File: src/hw/osr_pkg.sv
package osr_pkg;
  // register byte addresses
  localparam logic [7:0] A_COND = 8'h00;
  localparam logic [7:0] A_PTR = 8'h04;
  localparam logic [7:0] A_NTR = 8'h08;
  localparam logic [7:0] A_EVT = 8'h0C;
  localparam logic [7:0] A_ENA = 8'h10;
  localparam logic [7:0] A_STB = 8'h14;
  localparam logic [7:0] A_SRE = 8'h18;
  localparam logic [7:0] A_CMD = 8'h1C;
  localparam logic [7:0] A_ISTAT = 8'h20;
  localparam logic [7:0] A_IMASK = 8'h24;
  // command register bits
  localparam int CMD_CLS = 0;
  localparam int CMD_DCL = 1;
  localparam int CMD_RST = 2;
  // status byte fields
  localparam int STB_OPER = 7;
  localparam int STB_RQS = 6;
  // interrupt status bits
  localparam int IRQ_EVT = 0;
  localparam int IRQ_SRQ = 1;
  localparam int IRQ_POLL = 2;
  localparam int IRQ_W = 3;
  // defaults after reset or reset command, and the bus response codes
  localparam logic [31:0] PTR_RST = 32'hFFFF_FFFF;
  localparam logic [31:0] NTR_RST = 32'h0000_0000;
  localparam logic [31:0] ENA_RST = 32'h0000_0000;
  localparam logic [7:0] SRE_RST = 8'h00;
  localparam logic [1:0] RESP_OK = 2'h0;
  localparam logic [1:0] RESP_ERR = 2'h2;
endpackage : osr_pkg

File: src/hw/osr_status.sv
// Implementation choices: the AXI4-Lite register port and the register addresses.
`timescale 1ns/1ns
module osr_status #(
  parameter int CW = 16
) (
  input wire logic aclk,
  input wire logic aresetn,
  input wire logic [7:0] s_axi_awaddr,
  input wire logic s_axi_awvalid,
  output logic s_axi_awready,
  input wire logic [31:0] s_axi_wdata,
  input wire logic [3:0] s_axi_wstrb,
  input wire logic s_axi_wvalid,
  output logic s_axi_wready,
  output logic [1:0] s_axi_bresp,
  output logic s_axi_bvalid,
  input wire logic s_axi_bready,
  input wire logic [7:0] s_axi_araddr,
  input wire logic s_axi_arvalid,
  output logic s_axi_arready,
  output logic [31:0] s_axi_rdata,
  output logic [1:0] s_axi_rresp,
  output logic s_axi_rvalid,
  input wire logic s_axi_rready,
  input wire logic [CW-1:0] oper_cond,
  input wire logic spoll_req,
  input wire logic dev_clear,
  output logic srq,
  output logic [7:0] spoll_byte,
  output logic spoll_done,
  output logic parser_reset,
  output logic output_flush,
  output logic irq
);

  ////////////////////////////////////////////////////////////////////////////
  // elaboration check: condition width must hold bit 3 and fit a word
  if (CW < 4 || CW > 32) begin : g_bad_cw
    $error("osr_status: CW must be 4 to 32");
  end

  ////////////////////////////////////////////////////////////////////////////
  localparam int IRQ_W_L = osr_pkg::IRQ_W;

  // whole module state
  typedef struct packed {
    logic [CW-1:0] c1, c2, c3, cond;
    logic [CW-1:0] ptr, ntr, evt, ena;
    logic [7:0] sre;
    logic mss_prev, rqs, srq;
    logic p1, p2, p3, pseen;
    logic d1, d2, d3, dseen;
    logic [7:0] pbyte;
    logic pdone, prst, flush;
    logic [IRQ_W_L-1:0] istat, imask;
    logic irq;
    logic aw_ok, w_ok, awready, wready, bvalid, arready, rvalid;
    logic [7:0] awaddr;
    logic [31:0] wdata, rdata;
    logic [3:0] wstrb;
    logic [1:0] bresp, rresp;
  } osr_state_t;

  osr_state_t st_ff, nxt_st;
  logic [CW-1:0] rise, fall, new_evt, evt_clr, wmask;
  logic [31:0] rd_val;
  logic sum, mss, do_wr, do_rd, poll_hit, dcl_hit, rd_err, wr_err, cls_hit;
  logic [IRQ_W_L-1:0] iset, iclr;
  logic [7:0] stb;

  ////////////////////////////////////////////////////////////////////////////
  // byte-lane write mask over the condition width
  for (genvar i = 0; i < CW; i++) begin : g_mask
    assign wmask[i] = st_ff.wstrb[i/8];
  end

  ////////////////////////////////////////////////////////////////////////////
  // status byte view and read mux
  always_comb begin
    sum = |(st_ff.evt & st_ff.ena);
    stb = 8'h00;
    stb[osr_pkg::STB_OPER] = sum;
    stb[osr_pkg::STB_RQS] = st_ff.rqs;
    rd_err = 1'b0;
    rd_val = 32'h0000_0000;
    case (s_axi_araddr)
      osr_pkg::A_COND: rd_val[CW-1:0] = st_ff.cond;
      osr_pkg::A_PTR: rd_val[CW-1:0] = st_ff.ptr;
      osr_pkg::A_NTR: rd_val[CW-1:0] = st_ff.ntr;
      osr_pkg::A_EVT: rd_val[CW-1:0] = st_ff.evt;
      osr_pkg::A_ENA: rd_val[CW-1:0] = st_ff.ena;
      osr_pkg::A_STB: rd_val[7:0] = stb;
      osr_pkg::A_SRE: rd_val[7:0] = st_ff.sre;
      osr_pkg::A_CMD: rd_val = 32'h0000_0000;
      osr_pkg::A_ISTAT: rd_val[IRQ_W_L-1:0] = st_ff.istat;
      osr_pkg::A_IMASK: rd_val[IRQ_W_L-1:0] = st_ff.imask;
      default: rd_err = 1'b1;
    endcase
  end

  ////////////////////////////////////////////////////////////////////////////
  // next-state logic
  always_comb begin
    nxt_st = st_ff;
    // three-stage synchronisers; a change counts once stage 2 and 3 agree
    nxt_st.c1 = oper_cond;
    nxt_st.c2 = st_ff.c1;
    nxt_st.c3 = st_ff.c2;
    nxt_st.p1 = spoll_req;
    nxt_st.p2 = st_ff.p1;
    nxt_st.p3 = st_ff.p2;
    nxt_st.d1 = dev_clear;
    nxt_st.d2 = st_ff.d1;
    nxt_st.d3 = st_ff.d2;
    for (int i = 0; i < CW; i++) begin
      if (st_ff.c2[i] == st_ff.c3[i]) begin
        nxt_st.cond[i] = st_ff.c3[i];
      end
    end
    if (st_ff.p2 == st_ff.p3) begin
      nxt_st.pseen = st_ff.p3;
    end
    if (st_ff.d2 == st_ff.d3) begin
      nxt_st.dseen = st_ff.d3;
    end
    poll_hit = nxt_st.pseen & ~st_ff.pseen;
    dcl_hit = nxt_st.dseen & ~st_ff.dseen;

    // transition filters into the event register
    rise = nxt_st.cond & ~st_ff.cond & st_ff.ptr;
    fall = ~nxt_st.cond & st_ff.cond & st_ff.ntr;
    new_evt = rise | fall;

    // write channel: address and data taken in either order
    if (s_axi_awvalid && st_ff.awready) begin
      nxt_st.aw_ok = 1'b1;
      nxt_st.awready = 1'b0;
      nxt_st.awaddr = s_axi_awaddr;
    end
    if (s_axi_wvalid && st_ff.wready) begin
      nxt_st.w_ok = 1'b1;
      nxt_st.wready = 1'b0;
      nxt_st.wdata = s_axi_wdata;
      nxt_st.wstrb = s_axi_wstrb;
    end
    do_wr = st_ff.aw_ok & st_ff.w_ok & ~st_ff.bvalid;
    wr_err = 1'b0;
    evt_clr = '0;
    cls_hit = 1'b0;
    iclr = '0;
    nxt_st.pdone = 1'b0;
    nxt_st.prst = 1'b0;
    nxt_st.flush = 1'b0;
    if (do_wr) begin
      nxt_st.aw_ok = 1'b0;
      nxt_st.w_ok = 1'b0;
      nxt_st.bvalid = 1'b1;
      case (st_ff.awaddr)
        osr_pkg::A_PTR: nxt_st.ptr = (st_ff.ptr & ~wmask) | (st_ff.wdata[CW-1:0] & wmask);
        osr_pkg::A_NTR: nxt_st.ntr = (st_ff.ntr & ~wmask) | (st_ff.wdata[CW-1:0] & wmask);
        osr_pkg::A_ENA: nxt_st.ena = (st_ff.ena & ~wmask) | (st_ff.wdata[CW-1:0] & wmask);
        osr_pkg::A_SRE: begin
          if (st_ff.wstrb[0]) begin
            nxt_st.sre = st_ff.wdata[7:0];
          end
        end
        osr_pkg::A_IMASK: begin
          if (st_ff.wstrb[0]) begin
            nxt_st.imask = st_ff.wdata[IRQ_W_L-1:0];
          end
        end
        osr_pkg::A_CMD: begin
          if (st_ff.wstrb[0] && st_ff.wdata[osr_pkg::CMD_CLS]) begin
            evt_clr = '1;
            cls_hit = 1'b1;
          end
          if (st_ff.wstrb[0] && st_ff.wdata[osr_pkg::CMD_RST]) begin
            nxt_st.ptr = osr_pkg::PTR_RST[CW-1:0];
            nxt_st.ntr = osr_pkg::NTR_RST[CW-1:0];
            nxt_st.ena = osr_pkg::ENA_RST[CW-1:0];
            nxt_st.sre = osr_pkg::SRE_RST;
          end
          if (st_ff.wstrb[0] && st_ff.wdata[osr_pkg::CMD_DCL]) begin
            nxt_st.prst = 1'b1;
            nxt_st.flush = 1'b1;
          end
        end
        osr_pkg::A_COND, osr_pkg::A_EVT, osr_pkg::A_STB, osr_pkg::A_ISTAT: wr_err = 1'b0;
        default: wr_err = 1'b1;
      endcase
      nxt_st.bresp = wr_err ? osr_pkg::RESP_ERR : osr_pkg::RESP_OK;
    end
    if (st_ff.bvalid && s_axi_bready) begin
      nxt_st.bvalid = 1'b0;
      nxt_st.awready = 1'b1;
      nxt_st.wready = 1'b1;
    end

    // read channel; event and interrupt status clear on read
    do_rd = s_axi_arvalid & st_ff.arready;
    if (do_rd) begin
      nxt_st.arready = 1'b0;
      nxt_st.rvalid = 1'b1;
      nxt_st.rdata = rd_val;
      nxt_st.rresp = rd_err ? osr_pkg::RESP_ERR : osr_pkg::RESP_OK;
      if (s_axi_araddr == osr_pkg::A_EVT) begin
        evt_clr = '1;
      end
      if (s_axi_araddr == osr_pkg::A_ISTAT) begin
        iclr = '1;
      end
    end
    if (st_ff.rvalid && s_axi_rready) begin
      nxt_st.rvalid = 1'b0;
      nxt_st.arready = 1'b1;
    end

    // device clear from the bus side
    if (dcl_hit) begin
      nxt_st.prst = 1'b1;
      nxt_st.flush = 1'b1;
    end

    // event register: a new event wins over a clear in the same cycle
    nxt_st.evt = (st_ff.evt & ~evt_clr) | new_evt;

    // service request; a fresh rise wins over a poll or clear-status
    mss = |(nxt_st.evt & nxt_st.ena) & nxt_st.sre[osr_pkg::STB_OPER];
    nxt_st.mss_prev = mss;
    if (mss && !st_ff.mss_prev) begin
      nxt_st.rqs = 1'b1;
    end else if (!mss || poll_hit || cls_hit) begin
      nxt_st.rqs = 1'b0;
    end
    nxt_st.srq = nxt_st.rqs;

    // serial poll answers with the status byte as it stands
    if (poll_hit) begin
      nxt_st.pbyte = stb;
      nxt_st.pdone = 1'b1;
    end

    // interrupt status, set wins over clear
    iset = '0;
    iset[osr_pkg::IRQ_EVT] = |new_evt;
    iset[osr_pkg::IRQ_SRQ] = nxt_st.rqs & ~st_ff.rqs;
    iset[osr_pkg::IRQ_POLL] = poll_hit;
    nxt_st.istat = (st_ff.istat & ~iclr) | iset;
    nxt_st.irq = |(nxt_st.istat & st_ff.imask);
  end

  ////////////////////////////////////////////////////////////////////////////
  // state register with synchronous reset
  always_ff @(posedge aclk) begin
    if (!aresetn) begin
      st_ff <= '0;
      st_ff.ptr <= osr_pkg::PTR_RST[CW-1:0];
      st_ff.ntr <= osr_pkg::NTR_RST[CW-1:0];
      st_ff.ena <= osr_pkg::ENA_RST[CW-1:0];
      st_ff.sre <= osr_pkg::SRE_RST;
      st_ff.awready <= 1'b1;
      st_ff.wready <= 1'b1;
      st_ff.arready <= 1'b1;
    end else begin
      st_ff <= nxt_st;
    end
  end

  ////////////////////////////////////////////////////////////////////////////
  // outputs straight from the state flops
  assign s_axi_awready = st_ff.awready;
  assign s_axi_wready = st_ff.wready;
  assign s_axi_bvalid = st_ff.bvalid;
  assign s_axi_bresp = st_ff.bresp;
  assign s_axi_arready = st_ff.arready;
  assign s_axi_rvalid = st_ff.rvalid;
  assign s_axi_rdata = st_ff.rdata;
  assign s_axi_rresp = st_ff.rresp;
  assign srq = st_ff.srq;
  assign spoll_byte = st_ff.pbyte;
  assign spoll_done = st_ff.pdone;
  assign parser_reset = st_ff.prst;
  assign output_flush = st_ff.flush;
  assign irq = st_ff.irq;
endmodule // osr_status

File: config.mk
export PLATFORM = sky130hd
export DESIGN_NAME = osr_status
export DESIGN_NICKNAME = d
export VERILOG_FILES = /design/src/hw/osr_pkg.sv /design/src/hw/osr_status.sv
export SDC_FILE = /design/constraint.sdc
export NUM_CORES = 1
export LEC_CHECK = 0
export ABC_AREA = 1
export BUFFER_PORTS_ARGS = -buffer_cell sky130_fd_sc_hd__buf_2
export CAP_MARGIN = 20
export CORE_MARGIN = 2
export CORE_UTILIZATION = 52
export CTS_CLUSTER_SIZE = 10
export DETAILED_ROUTE_END_ITERATION = 8
export PLACE_DENSITY = 0.76
export SLEW_MARGIN = 0
export SYNTH_ARGS = -nofsm -noshare
export SYNTH_HDL_FRONTEND = slang
export SYNTH_SLANG_ARGS = --single-unit
File: constraint.sdc
create_clock -name aclk -period 1.8 [get_ports aclk]
set_input_delay 0.27 -clock aclk [delete_from_list [all_inputs] [get_ports aclk]]
set_output_delay 0.27 -clock aclk [all_outputs]
set_load 0.005 [all_outputs]
==> results of run 1 <==
[final timing paths]
kind              slack [ns]      startpoint           to
hold reg to reg         0.41     nxt_st[220]  nxt_st[204]
setup reg to reg       -0.13       st_ff[77]          irq
hold / removal         0.002  s_axi_wdata[8]    st_ff[48]
setup / recovery       -0.13       st_ff[77]          irq
[stage by stage]
step,cells,power (mW)
finish,1721,10.1
global route,1721,10.4
CTS,1717,10.1
detailed placement,1658,5.71
global placement,1658,5.69
floorplan,1294,5.39
[registers in the layout (all words and copies together), names as in the netlist, 2 cells and up]
| register | count |
|---|---|
| s_axi_rdata | 16 |
| nxt_st | 36 |
| st_ff | 143 |
| spoll_byte | 2 |
[layer usage]
| layer | track usage [%] | part of all wire (%) |
|---|---|---|
| met1 | 38.5 | 43 |
| met4 | 8.19 | 2.4 |
| met5 | 0 | 0 |
| met3 | 4.27 | 6.2 |
| met2 | 51.4 | 49 |
[cell families after synthesis]
kind of cell | Yosys count | synth area share [%]
AND/OR/NAND/NOR | 488 | 22.7
AO/OA/AOI/OAI | 295 | 18.9
buffers and inverters | 279 | 13.4
flip-flops | 208 | 44.9
other | 1 | 0.0404
[cells in the final DEF, fill, tap and decap left out, types with 24 or more instances in the layout]
| cell type | netlist | routed |
|---|---|---|
| nand2_1 | 251 | 241 |
| dfxtp_1 | 208 | 204 |
| inv_1 | 179 | 173 |
| buf_4 | 45 | 143 |
| nor2_1 | 125 | 119 |
| a21oi_1 | 101 | 92 |
| buf_2 | 8 | 87 |
| o21ai_0 | 77 | 72 |
| nand3_1 | 44 | 43 |
| o22ai_1 | 30 | 30 |
| nor3_1 | 26 | 26 |
| clkbuf_16 | 0 | 25 |
| conb_1 | 1 | 24 |
| dlygate4sd3_1 | 0 | 24 |
[synth_stat cells, drive strengths merged]
master	n
o21a	1
o21bai	1
a32oi	2
nor2	135
o21ai	85
and2	1
a21boi	1
conb	1
a21oi	102
nand3b	3
nor4	2
o211ai	3
o22ai	30
inv	186
a32o	2
buf	56
nand3	47
a211oi	19
clkinv	3
o221ai	1
o31ai	3
a21o	1
a31oi	14
o311ai	2
nand4	8
dfxtp	208
o41ai	2
o2111ai	2
a221o	8
nor3	27
a22o	1
nand2	265
a221oi	15
clkbuf	34
[area by class of cell]
class	instances	area share, %
clock buffer	29	5.48
timing repair buffer	261	15.9
clock inverter	2	0.243
sequential	208	35.1
multi-input combinational	807	34.8
tap	225	2.37
inverter	189	6.06
[repair_timing]
item / in CTS / in global routing
hold buffers: 24 / 0
resized for setup: 37 / 26
setup buffers: 4 / 4
hold endpoints to repair: 24 / 0
endpoints found under the setup margin: 44 / 47
pin swaps: 10 / 12
[power breakdown]
| group | total (mW) | switching, mW | internal (mW) |
|---|---|---|---|
| Combinational | 0.892 | 0.522 | 0.369 |
| Clock | 4.37 | 1.84 | 2.53 |
| Sequential | 4.83 | 0.0819 | 4.75 |
[worst register-to-register path: stages, from the launching register on]
cell and delay [ns]:
dfxtp_2 0.32, inv_2 0.06, nand2_4 0.07, nor2_8 0.15, nand2_4 0.10, nand2_4 0.11
nand3_4 0.16, nand2_2 0.12, nand2_1 0.05, nand2_1 0.05, inv_1 0.04, nor2_1 0.09
nand2_1 0.09, nor2_2 0.10, nand2_2 0.09, nand2_2 0.07, nand2_1 0.05, nand3_1 0.06
nand2_1 0.05
==> out/metrics.cfg, run 1 <==
[place]
dp_slack_ns = -0.242
detailed_place_hpwl_mm = 19.7
numPortBuffers = 88
globalplace.congestion = 0.954
post_dp_cell_area_um2 = 10700

[timing]
fmax_ghz = 0.519
fin_crit_sh_pct = 107
setup_ws_ns = -0.128
period_minus_slack_ns = 1.93
hold_viol_final = 0
fin_skew_ns = 0.0177
holdWs_ns = 0.00183
drv_slew = 0
fin_setup_tns_ns = -1.06
setup_viol = 23
rsz0062_at_grt = yes

[setup_path]
cp.buffers_inverters = 2
critical_path.top_delay_family = simple AND/OR/NAND/NOR gates
critPathRequiredTime_ns = 2.21
crit_path_top_delay_cell = dfxtp_2
critPathKind = reg -> reg
cp-end-kind = flip-flop
cp_common_cell = nand2_1
crit_cells = 18
critPathMaxStageDelay_ns = 0.32
cp.arrival_ns = 2.34
rr_worst_depth = 18
critPathMaxFanout = 7
crit_chain = inv_2, nand2_4, nor2_8, nand2_4, nand2_4, nand3_4, nand2_2, nand2_1, nand2_1, inv_1, nor2_1, nand2_1, nor2_2, nand2_2, nand2_2, nand2_1, nand3_1, nand2_1
startpoint_type = flip-flop

[global_route]
grt_pass1_vias = 8744
grt_antenna_before_repair = 0
grt_overflow = 0
grt_max_degree = 104
grt_pass1_wl_mm = 43.9
track_usage_pct = 29.6

[cells_and_area]
fin_util_pct = 68.3
diodes = 0
seqCellArea_um2 = 4170
fin_area_um2 = 11900
syn2layout_area_growth_pct = 27.9
multi_input_area_um2 = 4130
final_layout_size_suffix_gt1_share_pct = 23.3
nNetsFinal = 1569
nFillCells = 1485

[drt]
routed_via_density = 5.33
drtIter0Drc = 644
drtPass1Iterations = 6
routed_wl_mm = 27.8
wl_per_cell_um = 16.1
drtAntennaViolNets = 0
drc = 0
vias = 9174

[clocking]
path_clk_slew_ns = 0.05
root_buffer = clkbuf_16
clk_latency_ns = 0.53
cts_tree = done
cts.sinks = 208
cts.path.max_buffers = 3
numCtsBuffers = 25
htree_num_levels = 1

[die]
start_util_pct = 53.4
die_w_um = 138
ioPinCount = 131
core_um2 = 17400
die_h_um = 138
std_cell_rows = 48
die_area_um2 = 18900

[pwr]
vdd_drop_max_mv = 0.943
power.leakage_nw = 5.69
powerDensity_nw_per_um2 = 851

[synthesis]
synth_top_cell_area_share_pct = 44.9
syn_inst = 1271
synthDistinctLibCells = 52
synth_warnings = 0
ys_seq_area_share_pct = 44.9
ys_ff_latch = 208
yosys.area.top_type = dfxtp_1
netlist_top_cells_area = dfxtp_1, nand2_1, inv_1
synth.cell_area_um2 = 9270
avgSynthCellArea_um2 = 7.30

[outcome]
status = complete, but fails checks
violations = setup timing

[job]
maxCapViolations = 0

[min_path]
hold_class = in -> reg
min_path_cells = 3

Power figures use the tool's default switching activity.
==> inputs of run 2 (changes only) <==
--- a/config.mk
+++ b/config.mk
@@ -8,11 +8,13 @@
 export ABC_AREA = 1
 export BUFFER_PORTS_ARGS = -buffer_cell sky130_fd_sc_hd__buf_2
 export CAP_MARGIN = 20
+export CORE_ASPECT_RATIO = 1.25
 export CORE_MARGIN = 2
 export CORE_UTILIZATION = 52
 export CTS_CLUSTER_SIZE = 10
 export DETAILED_ROUTE_END_ITERATION = 8
 export PLACE_DENSITY = 0.76
+export REMOVE_ABC_BUFFERS = 1
 export SLEW_MARGIN = 0
 export SYNTH_ARGS = -nofsm -noshare
 export SYNTH_HDL_FRONTEND = slang
==> out/metrics.cfg, run 2 (synthesis results as in run 1) <==
[outcome]
status = complete, but fails checks
violations = setup timing

[timing]
maxSlewHeadroom_pct = 59.8
setup_ws_ns = -0.166  ; -0.0378 ns
rsz0062_at_grt = yes
period_minus_slack_ns = 1.97  ; +0.0378 ns
fin_skew_ns = 0.0116  ; -0.00612 ns
setup_viol = 14  ; -39%
hold_viol_final = 0  ; unchanged
drv_slew = 0  ; unchanged
worst_pin_slew_ns = 0.602
fin_crit_sh_pct = 109  ; +2.1 points
fmax_ghz = 0.509  ; -1.9%

[setup_path]
cp.arrival_ns = 2.37  ; +0.03 ns
crit_start = st_ff[78]
r2r_slack_ns = -0.17  ; -0.04 ns
critPathMaxStageDelay_ns = 0.31  ; about the same
critPathMaxFanout = 7  ; unchanged
crit_path_top_delay_cell = dfxtp_1
critPathRequiredTime_ns = 2.20  ; about the same
cp-end-kind = flip-flop
cp_common_cell = nand2_1
crit_chain = inv_2, nand2_4, nor2_8, nand2_4, nand2_4, nand3_4, nand2_2, nand2_1, nand2_1, nand2_1, nor2_2, nand2_1, nor2_2, nand2_2, nand2_2, nand2_1, nand3_1, nand2_1
critPathKind = reg -> reg
rr_startpoint = st_ff[78]
startpoint_type = flip-flop

[drt]
vias = 9131  ; -0.47%
routed_via_density = 5.36  ; +0.52%
routed_wl_mm = 27.0  ; -3.0%
drtAntennaViolNets = 0  ; unchanged
drtIter0Drc = 718  ; +11%
drc = 0  ; unchanged
drtPass1Iterations = 7  ; +1
wl_per_cell_um = 15.8  ; -2.0%

[cells_and_area]
top_register = st_ff
final_common_cell = nand2_1
fin_util_pct = 66.9  ; -1.4 points
largest_reg_flops = 143  ; unchanged
final_cell_mix = nand2_1, dfxtp_1, inv_1
nNetsFinal = 1556  ; -0.83%
syn2layout_area_growth_pct = 26.3
diodes = 0  ; unchanged
final_layout_size_suffix_gt1_share_pct = 22.0  ; -1.3 points

[clocking]
cts_tree = done
numCtsBuffers = 24  ; -4.0%
cts.sinks = 208  ; unchanged
root_buffer = clkbuf_16
clk_latency_ns = 0.51  ; -0.02 ns
path_clk_slew_ns = 0.06  ; about the same
cts.path.max_buffers = 3  ; unchanged
htree_num_levels = 1  ; unchanged

[pwr]
vdd_drop_max_mv = 0.618  ; -34%
powerDensity_nw_per_um2 = 845  ; -0.67%
power.leakage_nw = 5.64  ; -0.90%
total_power_mw = 9.89  ; -2.0%

[die]
die_w_um = 123  ; -10%
start_util_pct = 53.0  ; -0.44 points
std_cell_rows = 54  ; +13%
core_um2 = 17500  ; +0.82%
die_area_um2 = 18900  ; about the same
ioPinCount = 131  ; unchanged
die_h_um = 153  ; +11%

[global_route]
track_usage_pct = 28.4  ; -1.2 points
grt_antenna_before_repair = 0  ; unchanged
grt_pass1_vias = 8718  ; -0.30%
grt_overflow = 0  ; unchanged
grt_max_degree = 55  ; -47%
grt_pass1_wl_mm = 42.9  ; -2.4%

[min_path]
worstHoldStart = s_axi_wdata[6]
hold_class = in -> reg

[job]
maxCapViolations = 0  ; unchanged

[place]
globalplace.congestion = 0.992  ; +4.0%
detailed_place_hpwl_mm = 19.3  ; -1.7%
dp_slack_ns = -0.318  ; -0.0761 ns
numPortBuffers = 88  ; unchanged

-- run 2: layout make-up --
type                            instances  area [µm²]
Inverter                              189         717
Sequential cell                       208        4170
Clock buffer                           27         633
Multi-Input combinational cell        807        4090
Tap cell                              224         280
Fill cell                            1455        5790
Timing Repair Buffer                  249        1820
-- run 2: power breakdown --
group	switching, mW	internal (mW)	leakage [nW]	total (mW)
logic	0.517	0.370	3.63	0.887
clock network	1.74	2.44	0.310	4.17
registers	0.0850	4.75	1.70	4.84
-- run 2: worst max-delay path: cells and delay by family (launching register included) --
family	cells	cell delay [ns]
buffers and inverters	1	0.08
AND/OR/NAND/NOR	17	1.49
flip-flops	1	0.31
-- run 2: through the flow --
step                area (µm²)  cells  hold WS [ns]  setup TNS, ns
floorplan                 8830   1204         0.354         -28.12
global placement         10700   1654         0.392          -2.15
detailed placement       10700   1654         0.400          -2.38
CTS                      11600   1702       0.00745          -1.34
global route             11700   1704        0.0246          -3.42
finish                   11700   1704        0.0131         -0.669
-- run 2: final timing paths --
check,to,cells after the start
max reg2reg,irq,18
min,st_ff[46],3
min reg2reg,nxt_st[215],2
max,irq,18
-- run 2: what timing repair did --
item                                   4_1_cts  5_1_grt
setup buffers                                2        2
endpoints found under the hold margin       19        0
hold buffers                                19        0
setup endpoints to repair                   39       43
pin swaps                                    6       20
resized for setup                           32       19
-- run 2: per-layer routing --
metal / global-route usage, % / vias up / wire length (µm)
met5: 0 / - / 0
met4: 10.8 / 0 / 897
met3: 5.11 / 72 / 2000
met2: 48.1 / 349 / 12900
met1: 35.5 / 4212 / 11200
li1: - / 4498 / -
==> inputs of run 3 (changes only) <==
--- a/config.mk
+++ b/config.mk
@@ -9,7 +9,6 @@
 export BUFFER_PORTS_ARGS = -buffer_cell sky130_fd_sc_hd__buf_2
 export CAP_MARGIN = 20
 export CORE_ASPECT_RATIO = 1.25
-export CORE_MARGIN = 2
 export CORE_UTILIZATION = 52
 export CTS_CLUSTER_SIZE = 10
 export DETAILED_ROUTE_END_ITERATION = 8
==> constraint.sdc (replaced) <==
create_clock -name aclk -period 1.8 [get_ports aclk]
set_input_delay 0.27 -clock aclk [delete_from_list [all_inputs] [get_ports aclk]]
set_output_delay 0.27 -clock aclk [all_outputs]
set_load 0.1 [all_outputs]
==> out/metrics.cfg, run 3 (synthesis results as in run 1) <==
[global_route]
grt_overflow = 0  ; unchanged
grt_pass1_vias = 8550  ; -1.9%
grt_antenna_before_repair = 0  ; unchanged
grt_max_degree = 104  ; +89%
track_usage_pct = 29.8  ; +1.4 points
grt_pass1_wl_mm = 42.6  ; -0.53%

[die]
core_um2 = 17400  ; -0.39%
ioPinCount = 131  ; unchanged
die_w_um = 121  ; -1.6%
start_util_pct = 53.2  ; +0.21 points
die_h_um = 151  ; -1.3%
die_area_um2 = 18400  ; -2.9%
std_cell_rows = 54  ; unchanged

[cells_and_area]
fin_cells = 1718  ; +0.82%
diodes = 0  ; unchanged
largest_reg_flops = 143  ; unchanged
final_layout_size_suffix_gt1_share_pct = 22.6  ; +0.60 points
final_cell_mix = nand2_1, dfxtp_1, inv_1
fin_area_um2 = 11800  ; +0.91%
multi_input_area_um2 = 4090  ; about the same
syn2layout_area_growth_pct = 27.4
nFillCells = 1524  ; +4.7%
final_common_cell = nand2_1
seqCellArea_um2 = 4170  ; about the same
top_register = st_ff
nNetsFinal = 1570  ; +0.90%

[timing]
fin_skew_ns = 0.0142  ; +0.00256 ns
rsz0062_at_grt = yes
hold_viol_final = 0  ; unchanged
worst_pin_slew_ns = 0.590  ; -0.0115 ns
fin_crit_sh_pct = 111  ; +1.3 points
fmax_ghz = 0.503  ; -1.2%
setup_ws_ns = -0.190  ; -0.0237 ns
setup_viol = 27  ; +13
drv_slew = 0  ; unchanged
maxSlewHeadroom_pct = 60.6  ; +0.77 points
period_minus_slack_ns = 1.99  ; +0.0237 ns

[place]
dpl.cell_count = 1658  ; +0.24%
numPortBuffers = 88  ; unchanged
post_dp_cell_area_um2 = 10700  ; +0.16%
detailed_place_hpwl_mm = 19.5  ; +1.0%
globalplace.congestion = 0.932  ; -6.0%

[drt]
vias = 9158  ; +0.30%
routed_via_density = 5.33  ; -0.52%
drtIter0Drc = 750  ; +4.5%
drc = 0  ; unchanged
drtAntennaViolNets = 0  ; unchanged
drtPass1Iterations = 5  ; -2
routed_wl_mm = 27.2  ; +0.89%
wl_per_cell_um = 15.8  ; about the same

[setup_path]
startpoint_type = flip-flop
r2r_slack_ns = -0.19  ; -0.02 ns
r2r_end = irq
critPathKind = reg -> reg
cp.arrival_ns = 2.39  ; +0.02 ns
critPathMaxFanout = 7  ; unchanged
critPathRequiredTime_ns = 2.20  ; about the same
rr_startpoint = st_ff[79]
crit_start = st_ff[79]
rr_worst_depth = 17  ; -1
cp-endpoint = irq
cp-end-kind = flip-flop

[pwr]
powerDensity_nw_per_um2 = 874  ; +3.4%
power.leakage_nw = 5.70  ; +1.0%
vdd_drop_max_mv = 0.751  ; +22%

[outcome]
status = complete, but fails checks
violations = setup timing

[clocking]
path_clk_slew_ns = 0.05  ; about the same
htree_num_levels = 1  ; unchanged
cts.sinks = 208  ; unchanged
numCtsBuffers = 24  ; unchanged
clk_latency_ns = 0.52  ; about the same
cts_tree = done
cts.path.max_buffers = 3  ; unchanged
root_buffer = clkbuf_16

[job]
maxCapViolations = 0  ; unchanged

[min_path]
hold_class = in -> reg

-- run 3: final cells by class --
type,count,area share (%)
Multi-Input combinational cell,807,34.6
Tap cell,224,2.37
Timing Repair Buffer,263,16.2
Sequential cell,208,35.3
Clock buffer,27,5.36
Inverter,189,6.07
-- run 3: per-stage QoR --
stage | TNS [ns] | worst slack (ns) | power (mW) | hold WS (ns) | utilization (%)
after floorplan | -78.94 | -1.31 | 5.68 | 0.354 | -
final | -1.11 | -0.190 | 10.3 | 0.0116 | 67.8
after global placement | -1.91 | -0.203 | 6.10 | 0.392 | 61.4
after global routing | -4.29 | -0.335 | 10.7 | 0.0161 | 67.8
after CTS | -0.710 | -0.162 | 10.4 | 0.00323 | 67.1
after detailed placement | -3.11 | -0.232 | 6.12 | 0.401 | 61.4
-- run 3: worst min path at each step --
| stage | end | cells after the start | slack (ns) | start |
|---|---|---|---|---|
| 3_3_place_gp | nxt_st[211] | 2 | 0.39 | nxt_st[227] |
| 3_5_place_dp | nxt_st[204] | 2 | 0.40 | nxt_st[220] |
| 6_report | st_ff[48] | 3 | 0.01 | s_axi_wdata[8] |
| 2_1_floorplan | st_ff[173] | 1 | 0.35 | aresetn |
| 4_1_cts | st_ff[43] | 3 | 0.003 | s_axi_wdata[3] |
| 5_1_grt | st_ff[54] | 3 | 0.02 | s_axi_wdata[14] |
-- run 3: repair_timing --
| action | 4_1_cts | 5_1_grt |
|---|---|---|
| endpoints found under the hold margin | 22 | 0 |
| hold buffers | 21 | 0 |
| setup buffers | 8 | 4 |
| setup endpoints to repair | 43 | 45 |
| pin swaps | 5 | 6 |
| gates resized for setup | 36 | 21 |
-- run 3: critical path, stage by stage, from the launching register on --
cell     delay [ns]
dfxtp_1        0.32
inv_2          0.07
nand2_4        0.08
nor2_8         0.13
nand2_4        0.09
nand2_4        0.11
nand3_4        0.16
buf_4          0.19
inv_2          0.06
o21ai_2        0.06
nand2_1        0.07
nand3_1        0.07
nor2_1         0.13
nand2_2        0.09
nand2_2        0.07
nand2_1        0.05
nand3_1        0.06
nand2_1        0.05
-- run 3: per-layer routing --
metal,wire length (µm),share of wire [%],vias up,GRT usage [%]
met5,0,0,-,0
met4,988,3.6,0,12.6
met3,1820,6.7,72,4.29
met2,12800,47,376,50.4
met1,11600,42,4179,37.8
li1,-,-,4531,-
-- run 3: power breakdown --
part	internal (mW)	total (mW)	switching, mW
Clock	2.43	4.18	1.74
Combinational	0.390	1.31	0.924
Sequential	4.75	4.83	0.0828
Total	7.57	10.3	2.75
